**src/common/mpd_pkg.sv**
```systemverilog
// package for the motor parameter decode and start-path selector
// assumes one core clock; all configuration arrives as plain ports
// Notes on behaviour
// RL1 - resistance code 0x00 is zero ohm, 0x01 one step, 0x7F the maximum
// RL2 - bemf code is phase-to-phase back-emf per electrical velocity, fed to drive logic
// RL3 - bemf linear value is mantissa bits 3..0 shifted left by exponent bits 6..4
// RL4 - largest bemf code 0x7F decodes to linear 1920
// RL5 - smallest nonzero bemf code 0x01 decodes to linear one
// RL6 - software writes only valid codes; nonzero exponent needs mantissa top bit set
// RL7 - at start classify motor stationary, forward or reverse; distinct path each; with speed probe disabled the code skips this and takes the stationary path
// RL8 - stationary motor: set commutation from rotor position before driving
// RL9 - probing derives rotor position from winding inductance variation
// RL10 - align drives one chosen phase, then commutation starts from that position
// RL11 - forward spinning fast enough and enabled: resynchronise straight to closed loop
// RL12 - resistance linear value uses same mantissa and shift encoding, 9.67 milliohm lsb
// RL13 - resync only when speed probe enabled and reports forward rotation
// RL14 - stationary start uses probing if probe threshold nonzero, else align
// RL15 - codes decode combinationally from current configuration, used at next start
package mpd_pkg;
    localparam int CODE_W = 7;
    localparam int LIN_W = 11;
    localparam int MANT_LSB = 0;
    localparam int MANT_W = 4;
    localparam int EXP_LSB = 4;
    localparam int EXP_W = 3;
    localparam int THR_W = 4;
    localparam logic [THR_W-1:0] THR_OFF = 4'h0;
    localparam logic [CODE_W-1:0] CODE_MAX = 7'h7F;
    localparam logic [LIN_W-1:0] LIN_MAX = 11'h780;
    localparam logic [1:0] PHASE_RST = 2'h0;

    typedef enum logic [2:0] {
        ST_IDLE = 3'b000,
        ST_SPEED = 3'b001,
        ST_PROBE = 3'b010,
        ST_ALIGN = 3'b011,
        ST_RESYNC = 3'b100,
        ST_REVERSE = 3'b101,
        ST_RUN = 3'b110
    } mpd_state_e;

    typedef enum logic [1:0] {
        PATH_NONE = 2'b00,
        PATH_STILL = 2'b01,
        PATH_FWD = 2'b10,
        PATH_REV = 2'b11
    } mpd_path_e;
endpackage

```
**src/design/mpd_code_decode.sv**
```systemverilog
// mantissa-and-shift decoder for one 7-bit motor code
// assumes software writes only valid codes
`timescale 1ns/10ps
`default_nettype none
module mpd_code_decode
    import mpd_pkg::*;
(
    // code in
    input wire logic [CODE_W-1:0] code_in,
    // linear value out
    output logic [LIN_W-1:0] lin_out
);
    logic [LIN_W-1:0] mant;
    logic [EXP_W-1:0] shamt;
    always_comb begin
        mant = {{(LIN_W-MANT_W){1'b0}}, code_in[MANT_LSB +: MANT_W]};
        shamt = code_in[EXP_LSB +: EXP_W];
        // RL3 mantissa shifted left
        lin_out = mant << shamt;
    end
endmodule
`default_nettype wire

```
**src/design/mpd_sync2.sv**
```systemverilog
// two flip-flop level synchroniser
// assumes asynchronous active-low reset
`timescale 1ns/10ps
`default_nettype none
module mpd_sync2 (
    // clock and reset
    input wire logic clk_in,
    input wire logic rst_n_in,
    // level
    input wire logic d_in,
    output logic q_out
);
    logic meta_r;
    always_ff @(posedge clk_in or negedge rst_n_in) begin
        if (!rst_n_in) begin
            meta_r <= 1'b0;
            q_out <= 1'b0;
        end else begin
            meta_r <= d_in;
            q_out <= meta_r;
        end
    end
endmodule
`default_nettype wire

```
**src/design/mpd_top.sv**
```systemverilog
// motor parameter decode and start-path selection
// assumes speed-probe, probe and align results come from logic on the same clock;
// only the direction pin is asynchronous
`timescale 1ns/10ps
`default_nettype none
module mpd_top
    import mpd_pkg::*;
(
    // clock and reset
    input wire logic CLK_IN,
    input wire logic RST_N_IN,
    // configuration
    input wire logic [CODE_W-1:0] PHASE_RES_CODE_IN,
    input wire logic [CODE_W-1:0] BEMF_CONST_CODE_IN,
    input wire logic INITIAL_SPEED_PROBE_EN_IN,
    input wire logic RESYNC_EN_IN,
    input wire logic [THR_W-1:0] PROBE_CURRENT_THRESHOLD_IN,
    input wire logic [1:0] ALIGN_PHASE_IN,
    // start control and pin
    input wire logic START_IN,
    input wire logic DIR_PIN_IN,
    // speed probe results
    input wire logic SPEED_DONE_IN,
    input wire logic SPEED_MOVING_IN,
    input wire logic SPEED_FORWARD_IN,
    input wire logic SPEED_FAST_IN,
    input wire logic [2:0] SPEED_POSITION_IN,
    // rotor position probe and align results
    input wire logic PROBE_DONE_IN,
    input wire logic [2:0] PROBE_POSITION_IN,
    input wire logic ALIGN_DONE_IN,
    // decoded values
    output logic [LIN_W-1:0] PHASE_RES_LIN_OUT,
    output logic [LIN_W-1:0] BEMF_CONST_LIN_OUT,
    // sequencing
    output logic SPEED_PROBE_REQ_OUT,
    output logic POS_PROBE_REQ_OUT,
    output logic ALIGN_REQ_OUT,
    output logic [1:0] ALIGN_PHASE_OUT,
    output logic REVERSE_REQ_OUT,
    output logic CLOSED_LOOP_OUT,
    output logic COMMUT_LOAD_OUT,
    output logic [2:0] COMMUT_POS_OUT,
    output logic [1:0] START_PATH_OUT
);
    // ==========================================================
    // parameter decode
    logic [LIN_W-1:0] res_lin;
    logic [LIN_W-1:0] bemf_lin;

    // RL1 RL12 resistance decode
    mpd_code_decode u_res (
        .code_in(PHASE_RES_CODE_IN),
        .lin_out(res_lin)
    );

    // RL2 RL3 RL4 RL5 bemf decode
    mpd_code_decode u_bemf (
        .code_in(BEMF_CONST_CODE_IN),
        .lin_out(bemf_lin)
    );

    // ==========================================================
    // direction pin synchroniser and change detect
    logic dir_sync;
    mpd_sync2 u_dir (
        .clk_in(CLK_IN),
        .rst_n_in(RST_N_IN),
        .d_in(DIR_PIN_IN),
        .q_out(dir_sync)
    );

    // ==========================================================
    // state
    typedef struct packed {
        mpd_state_e st;
        mpd_path_e path;
        logic dir;
        logic load;
        logic [2:0] pos;
        logic [1:0] aphase;
        logic [LIN_W-1:0] res;
        logic [LIN_W-1:0] bemf;
    } mpd_state_s;

    mpd_state_s s_r;
    mpd_state_s s_nxt;
    logic dir_change;

    always_comb begin
        s_nxt = s_r;
        s_nxt.load = 1'b0;
        s_nxt.dir = dir_sync;
        dir_change = dir_sync != s_r.dir;
        // RL15 live decode latched at start
        if (s_r.st == ST_IDLE) begin
            s_nxt.res = res_lin;
            s_nxt.bemf = bemf_lin;
        end
        case (s_r.st)
            ST_IDLE: begin
                if (START_IN) begin
                    s_nxt.res = res_lin;
                    s_nxt.bemf = bemf_lin;
                    s_nxt.aphase = ALIGN_PHASE_IN;
                    if (INITIAL_SPEED_PROBE_EN_IN) begin
                        s_nxt.st = ST_SPEED;
                    end else begin
                        s_nxt.path = PATH_STILL;
                        // RL14 probe or align
                        s_nxt.st = (PROBE_CURRENT_THRESHOLD_IN != THR_OFF) ? ST_PROBE : ST_ALIGN;
                    end
                end
            end
            ST_SPEED: begin
                if (SPEED_DONE_IN) begin
                    // RL7 classify motor
                    if (!SPEED_MOVING_IN) begin
                        s_nxt.path = PATH_STILL;
                        s_nxt.st = (PROBE_CURRENT_THRESHOLD_IN != THR_OFF) ? ST_PROBE : ST_ALIGN;
                    end else if (SPEED_FORWARD_IN) begin
                        s_nxt.path = PATH_FWD;
                        // RL11 RL13 forward resync
                        if (RESYNC_EN_IN && SPEED_FAST_IN) begin
                            // RL13 position is only valid with done, so take it now
                            s_nxt.pos = SPEED_POSITION_IN;
                            s_nxt.st = ST_RESYNC;
                        end else begin
                            s_nxt.st = ST_SPEED;
                        end
                    end else begin
                        s_nxt.path = PATH_REV;
                        s_nxt.st = ST_REVERSE;
                    end
                end
            end
            ST_PROBE: begin
                // RL8 RL9 inductance probe position
                if (PROBE_DONE_IN) begin
                    s_nxt.pos = PROBE_POSITION_IN;
                    s_nxt.load = 1'b1;
                    s_nxt.st = ST_RUN;
                end
            end
            ST_ALIGN: begin
                // RL10 align to chosen phase
                if (ALIGN_DONE_IN) begin
                    s_nxt.pos = {1'b0, s_r.aphase};
                    s_nxt.load = 1'b1;
                    s_nxt.st = ST_RUN;
                end
            end
            ST_RESYNC: begin
                // RL11 load the seeded position and go straight to run
                s_nxt.load = 1'b1;
                s_nxt.st = ST_RUN;
            end
            ST_REVERSE: begin
                s_nxt.st = ST_REVERSE;
            end
            ST_RUN: begin
                s_nxt.st = ST_RUN;
            end
            default: begin
                s_nxt.st = ST_IDLE;
            end
        endcase
        if (dir_change && s_r.st != ST_IDLE) begin
            s_nxt.st = ST_IDLE;
            s_nxt.path = PATH_NONE;
            s_nxt.load = 1'b0;
        end
    end

    always_ff @(posedge CLK_IN or negedge RST_N_IN) begin
        if (!RST_N_IN) begin
            s_r <= '{st: ST_IDLE, path: PATH_NONE, dir: 1'b0, load: 1'b0,
                     pos: 3'h0, aphase: PHASE_RST, res: 11'h000, bemf: 11'h000};
        end else begin
            s_r <= s_nxt;
        end
    end

    // ==========================================================
    // outputs
    assign PHASE_RES_LIN_OUT = s_r.res;
    assign BEMF_CONST_LIN_OUT = s_r.bemf;
    assign SPEED_PROBE_REQ_OUT = s_r.st == ST_SPEED;
    assign POS_PROBE_REQ_OUT = s_r.st == ST_PROBE;
    assign ALIGN_REQ_OUT = s_r.st == ST_ALIGN;
    assign ALIGN_PHASE_OUT = s_r.aphase;
    assign REVERSE_REQ_OUT = s_r.st == ST_REVERSE;
    assign CLOSED_LOOP_OUT = s_r.st == ST_RUN;
    assign COMMUT_LOAD_OUT = s_r.load;
    assign COMMUT_POS_OUT = s_r.pos;
    assign START_PATH_OUT = s_r.path;

    // ==========================================================
    // checks
    a_bemf_max: assert property (@(posedge CLK_IN) disable iff (!RST_N_IN) // RL4
        (BEMF_CONST_CODE_IN == CODE_MAX) |-> (bemf_lin == LIN_MAX))
        else $error("bemf max code wrong");
    a_bemf_min: assert property (@(posedge CLK_IN) disable iff (!RST_N_IN) // RL5
        (BEMF_CONST_CODE_IN == 7'h01) |-> (bemf_lin == 11'h001))
        else $error("bemf min code wrong");
    a_res_zero: assert property (@(posedge CLK_IN) disable iff (!RST_N_IN) // RL1
        (PHASE_RES_CODE_IN == 7'h00) |-> (res_lin == 11'h000))
        else $error("resistance zero code wrong");
    a_res_shift: assert property (@(posedge CLK_IN) disable iff (!RST_N_IN) // RL12
        (PHASE_RES_CODE_IN == 7'h3A) |-> (res_lin == 11'h050))
        else $error("resistance shift wrong");
    a_res_max: assert property (@(posedge CLK_IN) disable iff (!RST_N_IN) // RL1
        (PHASE_RES_CODE_IN == CODE_MAX) |-> (res_lin == LIN_MAX))
        else $error("resistance max code wrong");
    a_res_one: assert property (@(posedge CLK_IN) disable iff (!RST_N_IN) // RL1
        (PHASE_RES_CODE_IN == 7'h01) |-> (res_lin == 11'h001))
        else $error("resistance one step wrong");
    a_bemf_zero: assert property (@(posedge CLK_IN) disable iff (!RST_N_IN) // RL3
        (BEMF_CONST_CODE_IN == 7'h00) |-> (bemf_lin == 11'h000))
        else $error("bemf zero code wrong");
    a_bemf_shift: assert property (@(posedge CLK_IN) disable iff (!RST_N_IN) // RL3
        (BEMF_CONST_CODE_IN == 7'h6A) |-> (bemf_lin == 11'h280))
        else $error("bemf shift wrong");

    // ==========================================================
    // decoded value and align phase hold checks
    a_lin_track: assert property (@(posedge CLK_IN) disable iff (!RST_N_IN) // RL15
        (s_r.st == ST_IDLE) |=>
            (PHASE_RES_LIN_OUT == $past(res_lin)) && (BEMF_CONST_LIN_OUT == $past(bemf_lin)))
        else $error("decoded values not tracking in idle");
    a_lin_frozen: assert property (@(posedge CLK_IN) disable iff (!RST_N_IN) // RL15
        (s_r.st != ST_IDLE) |=> $stable(PHASE_RES_LIN_OUT) && $stable(BEMF_CONST_LIN_OUT))
        else $error("decoded values moved after start");
    a_phase_frozen: assert property (@(posedge CLK_IN) disable iff (!RST_N_IN) // RL10
        (s_r.st != ST_IDLE) |=> $stable(ALIGN_PHASE_OUT))
        else $error("align phase moved after start");
    a_phase_taken: assert property (@(posedge CLK_IN) disable iff (!RST_N_IN) // RL10
        (s_r.st == ST_IDLE && START_IN) |=> (ALIGN_PHASE_OUT == $past(ALIGN_PHASE_IN)))
        else $error("align phase not taken at start");

    // ==========================================================
    // start-path checks
    a_resync_path: assert property (@(posedge CLK_IN) disable iff (!RST_N_IN) // RL13
        (s_r.st == ST_RESYNC) |-> $past(SPEED_FORWARD_IN) && $past(RESYNC_EN_IN))
        else $error("resync without forward probe");
    a_probe_sel: assert property (@(posedge CLK_IN) disable iff (!RST_N_IN) // RL14
        (s_r.st == ST_IDLE && START_IN && !INITIAL_SPEED_PROBE_EN_IN && !dir_change &&
         PROBE_CURRENT_THRESHOLD_IN == THR_OFF) |=> ALIGN_REQ_OUT)
        else $error("align not chosen");
    a_align_pos: assert property (@(posedge CLK_IN) disable iff (!RST_N_IN) // RL10
        (s_r.st == ST_ALIGN && ALIGN_DONE_IN && !dir_change) |=>
            COMMUT_LOAD_OUT && COMMUT_POS_OUT == {1'b0, ALIGN_PHASE_OUT} ##1 !COMMUT_LOAD_OUT)
        else $error("align position not loaded");
    a_still_load: assert property (@(posedge CLK_IN) disable iff (!RST_N_IN) // RL8
        $rose(CLOSED_LOOP_OUT) |-> COMMUT_LOAD_OUT)
        else $error("run without commutation load");
    a_rev_path: assert property (@(posedge CLK_IN) disable iff (!RST_N_IN) // RL7
        REVERSE_REQ_OUT |-> START_PATH_OUT == PATH_REV)
        else $error("reverse path mismatch");
    a_speed_first: assert property (@(posedge CLK_IN) disable iff (!RST_N_IN) // RL13
        (s_r.st == ST_IDLE && START_IN && INITIAL_SPEED_PROBE_EN_IN) |=> SPEED_PROBE_REQ_OUT)
        else $error("speed probe not started");
    a_probe_first: assert property (@(posedge CLK_IN) disable iff (!RST_N_IN) // RL14
        (s_r.st == ST_IDLE && START_IN && !INITIAL_SPEED_PROBE_EN_IN &&
         PROBE_CURRENT_THRESHOLD_IN != THR_OFF) |=> POS_PROBE_REQ_OUT)
        else $error("rotor probe not chosen");
    a_still_sel: assert property (@(posedge CLK_IN) disable iff (!RST_N_IN) // RL7 RL14
        (s_r.st == ST_SPEED && SPEED_DONE_IN && !SPEED_MOVING_IN && !dir_change) |=>
            (START_PATH_OUT == PATH_STILL) && (POS_PROBE_REQ_OUT == $past(PROBE_CURRENT_THRESHOLD_IN != THR_OFF)) &&
            (ALIGN_REQ_OUT == !POS_PROBE_REQ_OUT))
        else $error("stationary path not chosen");
    a_rev_sel: assert property (@(posedge CLK_IN) disable iff (!RST_N_IN) // RL7
        (s_r.st == ST_SPEED && SPEED_DONE_IN && SPEED_MOVING_IN && !SPEED_FORWARD_IN && !dir_change) |=>
            REVERSE_REQ_OUT && (START_PATH_OUT == PATH_REV))
        else $error("reverse path not chosen");
    a_fwd_hold: assert property (@(posedge CLK_IN) disable iff (!RST_N_IN) // RL11
        (s_r.st == ST_SPEED && SPEED_DONE_IN && SPEED_MOVING_IN && SPEED_FORWARD_IN &&
         !(RESYNC_EN_IN && SPEED_FAST_IN) && !dir_change) |=> SPEED_PROBE_REQ_OUT && (START_PATH_OUT == PATH_FWD))
        else $error("forward without resync left speed probe");
    a_resync_pos: assert property (@(posedge CLK_IN) disable iff (!RST_N_IN) // RL11 RL13
        (s_r.st == ST_SPEED && SPEED_DONE_IN && SPEED_MOVING_IN && SPEED_FORWARD_IN && RESYNC_EN_IN &&
         SPEED_FAST_IN && !dir_change) ##1 !dir_change |=>
            CLOSED_LOOP_OUT && COMMUT_LOAD_OUT && (COMMUT_POS_OUT == $past(SPEED_POSITION_IN, 2)))
        else $error("resync position not seeded");
    a_probe_pos: assert property (@(posedge CLK_IN) disable iff (!RST_N_IN) // RL9
        (s_r.st == ST_PROBE && PROBE_DONE_IN && !dir_change) |=>
            CLOSED_LOOP_OUT && COMMUT_LOAD_OUT && (COMMUT_POS_OUT == $past(PROBE_POSITION_IN)))
        else $error("probe position not loaded");
    a_load_pulse: assert property (@(posedge CLK_IN) disable iff (!RST_N_IN) // RL8
        COMMUT_LOAD_OUT |=> !COMMUT_LOAD_OUT)
        else $error("commutation load longer than one cycle");
    a_dir_abort: assert property (@(posedge CLK_IN) disable iff (!RST_N_IN) // RL7
        (dir_change && s_r.st != ST_IDLE) |=> !SPEED_PROBE_REQ_OUT && !POS_PROBE_REQ_OUT && !ALIGN_REQ_OUT &&
            !REVERSE_REQ_OUT && !CLOSED_LOOP_OUT && (START_PATH_OUT == PATH_NONE))
        else $error("direction change did not restart");
    a_run_holds: assert property (@(posedge CLK_IN) disable iff (!RST_N_IN) // RL11
        (CLOSED_LOOP_OUT && !dir_change) |=> CLOSED_LOOP_OUT)
        else $error("closed loop dropped");
    a_rev_holds: assert property (@(posedge CLK_IN) disable iff (!RST_N_IN) // RL7
        (REVERSE_REQ_OUT && !dir_change) |=> REVERSE_REQ_OUT)
        else $error("reverse request dropped");
    a_still_only: assert property (@(posedge CLK_IN) disable iff (!RST_N_IN) // RL8
        (POS_PROBE_REQ_OUT || ALIGN_REQ_OUT) |-> (START_PATH_OUT == PATH_STILL))
        else $error("probe or align outside stationary path");
endmodule
`default_nettype wire

```
**config.mk**
```make
export PLATFORM = sky130hd
export DESIGN_NAME = mpd_top
export DESIGN_NICKNAME = d
export VERILOG_FILES = /design/src/common/mpd_pkg.sv /design/src/design/mpd_code_decode.sv /design/src/design/mpd_sync2.sv /design/src/design/mpd_top.sv
export SDC_FILE = /design/constraint.sdc
export NUM_CORES = 1
export LEC_CHECK = 0
export ABC_CLOCK_PERIOD_IN_PS = 1400
export BUFFER_PORTS_ARGS = -buffer_cell sky130_fd_sc_hd__buf_2
export CAP_MARGIN = 10
export CORE_UTILIZATION = 39
export CTS_CLUSTER_SIZE = 40
export DETAILED_ROUTE_END_ITERATION = 8
export HOLD_SLACK_MARGIN = 0.02
export PLACE_DENSITY_LB_ADDON = 0.05
export SKIP_CTS_REPAIR_TIMING = 1
export SYNTH_ARGS = -nofsm -noshare
export SYNTH_HDL_FRONTEND = slang
export SYNTH_SLANG_ARGS = --single-unit
```
**constraint.sdc**
```tcl
create_clock -name CLK_IN -period 1.4 [get_ports CLK_IN]
set_input_delay 0.21 -clock CLK_IN [delete_from_list [all_inputs] [get_ports CLK_IN]]
set_output_delay 0.21 -clock CLK_IN [all_outputs]
set_load 0.005 [all_outputs]
```
==> results_dict.tcl <==
set metrics [dict create \
    status "complete, but fails checks" \
    violations "setup timing" \
    die_y_um 75.6 \
    synth_cell_types 36 \
    total_power_mw 6.25 \
    clock.fmax_mhz 641 \
    comb_power_share 0.600 \
    yosys.area.top_type "dfrtp_1" \
    initial_core_util 0.409 \
    p_int_mw 3.89 \
    skew_ns 0.0101 \
    finalMaxSlewViolations 0 \
    grt_start_max_net_pins 30 \
    setup_violations 10 \
    synth_xor_area_frac 0.0118 \
    grt_overflow_total 0 \
    synthSimpleGateAreaFrac 0.169 \
    layout_common_cells "71 x buf_2, 33 x dfrtp_1, 31 x buf_4, 26 x nand2_1, 15 x nor2_1" \
    synth_area_leaders "dfrtp_1 43%, buf_4 10%, nand2_1 5.7%" \
    syn_avg_cell_area_um2 8.88 \
    drt-initial-drc-count 52 \
    grt_pass1_wl_mm 7.65 \
    vias 1912 \
    cts.path.max_buffers 2 \
    maxCapViolCount 0 \
    io_buffers 72 \
    rsz0062_at_grt "yes" \
    required_ns 1.62 \
    layout_commonest_cell "buf_2" \
    cts_buffers 5 \
    synth_area_mm2 0.00211 \
    syn_to_final_growth_pct 45.5 \
    dieWidth_um 75.6 \
    holdWs_ns 0.0275 \
    synth_top_family_by_area "compound AO/OA/AOI/OAI gates" \
    ys_seq_area_frac 0.426 \
    drc 0 \
    tightest_slew_ns 0.398 \
    p_sw_mw 2.36 \
    post-route-util 0.595 \
    nNetsFinal 356 \
    ys_ff_latch 36 \
    cts_tree "built" \
    min_period_ns 1.56 \
    synth_top_area_frac 0.426 \
    coreArea_mm2 0.00517 \
    placementRows 26 \
    power.density_mw_per_mm2 2030 \
    place_hpwl_mm 3.76 \
    slew-limit-headroom 0.727 \
    cts-htree-levels 2 \
    clkTransAtPathRegs_ns 0.08 \
    grt_pass1_vias 1665 \
    cts_num_sinks 36 \
    dieArea_mm2 0.00572 \
    path_max_fanout 5 \
    sequentialPowerShare 0.276 \
    worstPathArrival_ns 1.78 \
    synthesis.nets 276 \
    period_share 1.11 \
    post_drt_wl_per_cell_um 14.2 \
    fin_ws_ns -0.159 \
    clk_latency_ns 0.29 \
    hold_violations 0 \
    firstDrtPassIters 4 \
    holdCritPathClass "in2reg" \
    synth-compound-area-share 0.185 \
    antenna_found_initial 0 \
    p_leak_nw 1.49 \
    ant_nets 0 \
    pwr-share-clk 0.124 \
    place_congestion 0.839 \
    path_class "reg2reg" \
    vias_per_cell 4.92 \
    diodes 0 \
    root_buffer "clkbuf_8" \
    drive_gt1_frac 0.558 \
    muxShareOfSynthArea 0.0722 \
    synthAdderAreaFrac 0 \
    ir_drop_uv 1310 \
    postSynthCellCount 238 \
    track_usage 0.182 \
    yosysWarnings 0 \
    swShare 0.378 \
    ios 73 \
    start_kind "flop" \
    wl_mm 5.53 \
    worstSetupEndpointType "flop" \
]
logic make-up (layout without fill, tap and decap cells):
| kind of cell | count (synthesis) | in the layout |
|---|---|---|
| AND/OR/NAND/NOR | 79 | 79 |
| AO/OA/AOI/OAI | 61 | 61 |
| buffers and inverters | 46 | 127 |
| flip-flops | 36 | 36 |
| multiplexers | 14 | 14 |
| XOR/XNOR | 2 | 2 |
routing by layer:
metal  global-route usage  wire (um)  vias to the layer above
li1                     -          -                      963
met1                0.253       2600                      887
met2                0.281       2600                       51
met3               0.0370        229                       11
met4               0.0658         99                        0
met5                    0          0                        -
worst paths after layout:
kind | start | end | slack (ns) | cells after the start
hold reg to reg | u_dir.meta_r | u_dir.q_out | 0.36 | 0
min in group asynchronous | RST_N_IN | COMMUT_POS_OUT[1] | 0.37 | 2
setup reg to reg | s_r[32] | s_r[31] | -0.16 | 5
setup / recovery | s_r[32] | s_r[31] | -0.16 | 5
hold / removal | DIR_PIN_IN | u_dir.meta_r | 0.03 | 1
max in group asynchronous | RST_N_IN | s_r[32] | 0.56 | 3
area by class of cell:
type                    instances  area [um2]
inverters                       3        13.8
clock buffers                   6        82.6
repair buffers                116         785
clock inverters                 2        10.0
multi-input cells             156        1190
flip-flops and latches         36         905
well taps                      70        87.6
fillers                       461        2100
sequential cells by signal, indices dropped and copies added (netlist names):
name,cells
BEMF_CONST_LIN_OUT,11
PHASE_RES_LIN_OUT,11
s_r,4
COMMUT_POS_OUT,3
ALIGN_PHASE_OUT,2
START_PATH_OUT,2
COMMUT_LOAD_OUT,1
u_dir.meta_r,1
u_dir.q_out,1
power by group through the flow:
stage | Clock [mW] | Combinational [mW] | Sequential (mW)
6_report | 0.777 | 3.75 | 1.73
5_1_grt | 0.846 | 4.08 | 1.79
4_1_cts | 0.798 | 2.63 | 1.71
3_5_place_dp | 0 | 2.61 | 1.73
3_3_place_gp | 0 | 2.61 | 1.73
2_1_floorplan | 0 | 1.96 | 1.64
critical path, stage by stage, from the launching register on:
cell	delay (ns)
dfrtp_2	0.45
or2_4	0.28
a21oi_4	0.17
o221ai_2	0.16
a2111oi_4	0.29
a211o_1	0.14
synth_stat cells:
library cell	number
buf_2	6
mux2i_1	4
nand2_1	32
a22o_1	2
xnor2_1	1
a32oi_1	3
a2111oi_1	1
a21o_1	2
inv_1	3
o221ai_1	3
nor3_1	2
or2_1	1
o21ai_0	17
nand2b_1	7
xor2_2	1
nor2_1	19
and2_1	1
o21a_1	3
a31oi_1	4
nor2b_1	5
o41ai_1	5
o22ai_1	1
nand2_2	1
nand4_1	2
mux2_2	10
nor2_2	1
o32ai_1	1
dfrtp_1	36
a21oi_1	16
buf_4	29
a211o_1	1
buf_1	1
o31ai_1	2
clkbuf_1	7
and3_1	2
nand3_1	6
stage by stage:
| stage | setup WS [ns] | cells | area, um2 | setup TNS, ns |
|---|---|---|---|---|
| finish | -0.159 | 389 | 3080 | -0.964 |
| global route | -0.231 | 389 | 3080 | -2.21 |
| CTS | -0.240 | 371 | 2630 | -2.14 |
| detailed placement | -0.155 | 363 | 2530 | -0.804 |
| global placement | -0.101 | 363 | 2530 | -0.374 |
| floorplan | -0.00658 | 238 | 2160 | -0.0243 |
Power figures use the tool's default switching activity.
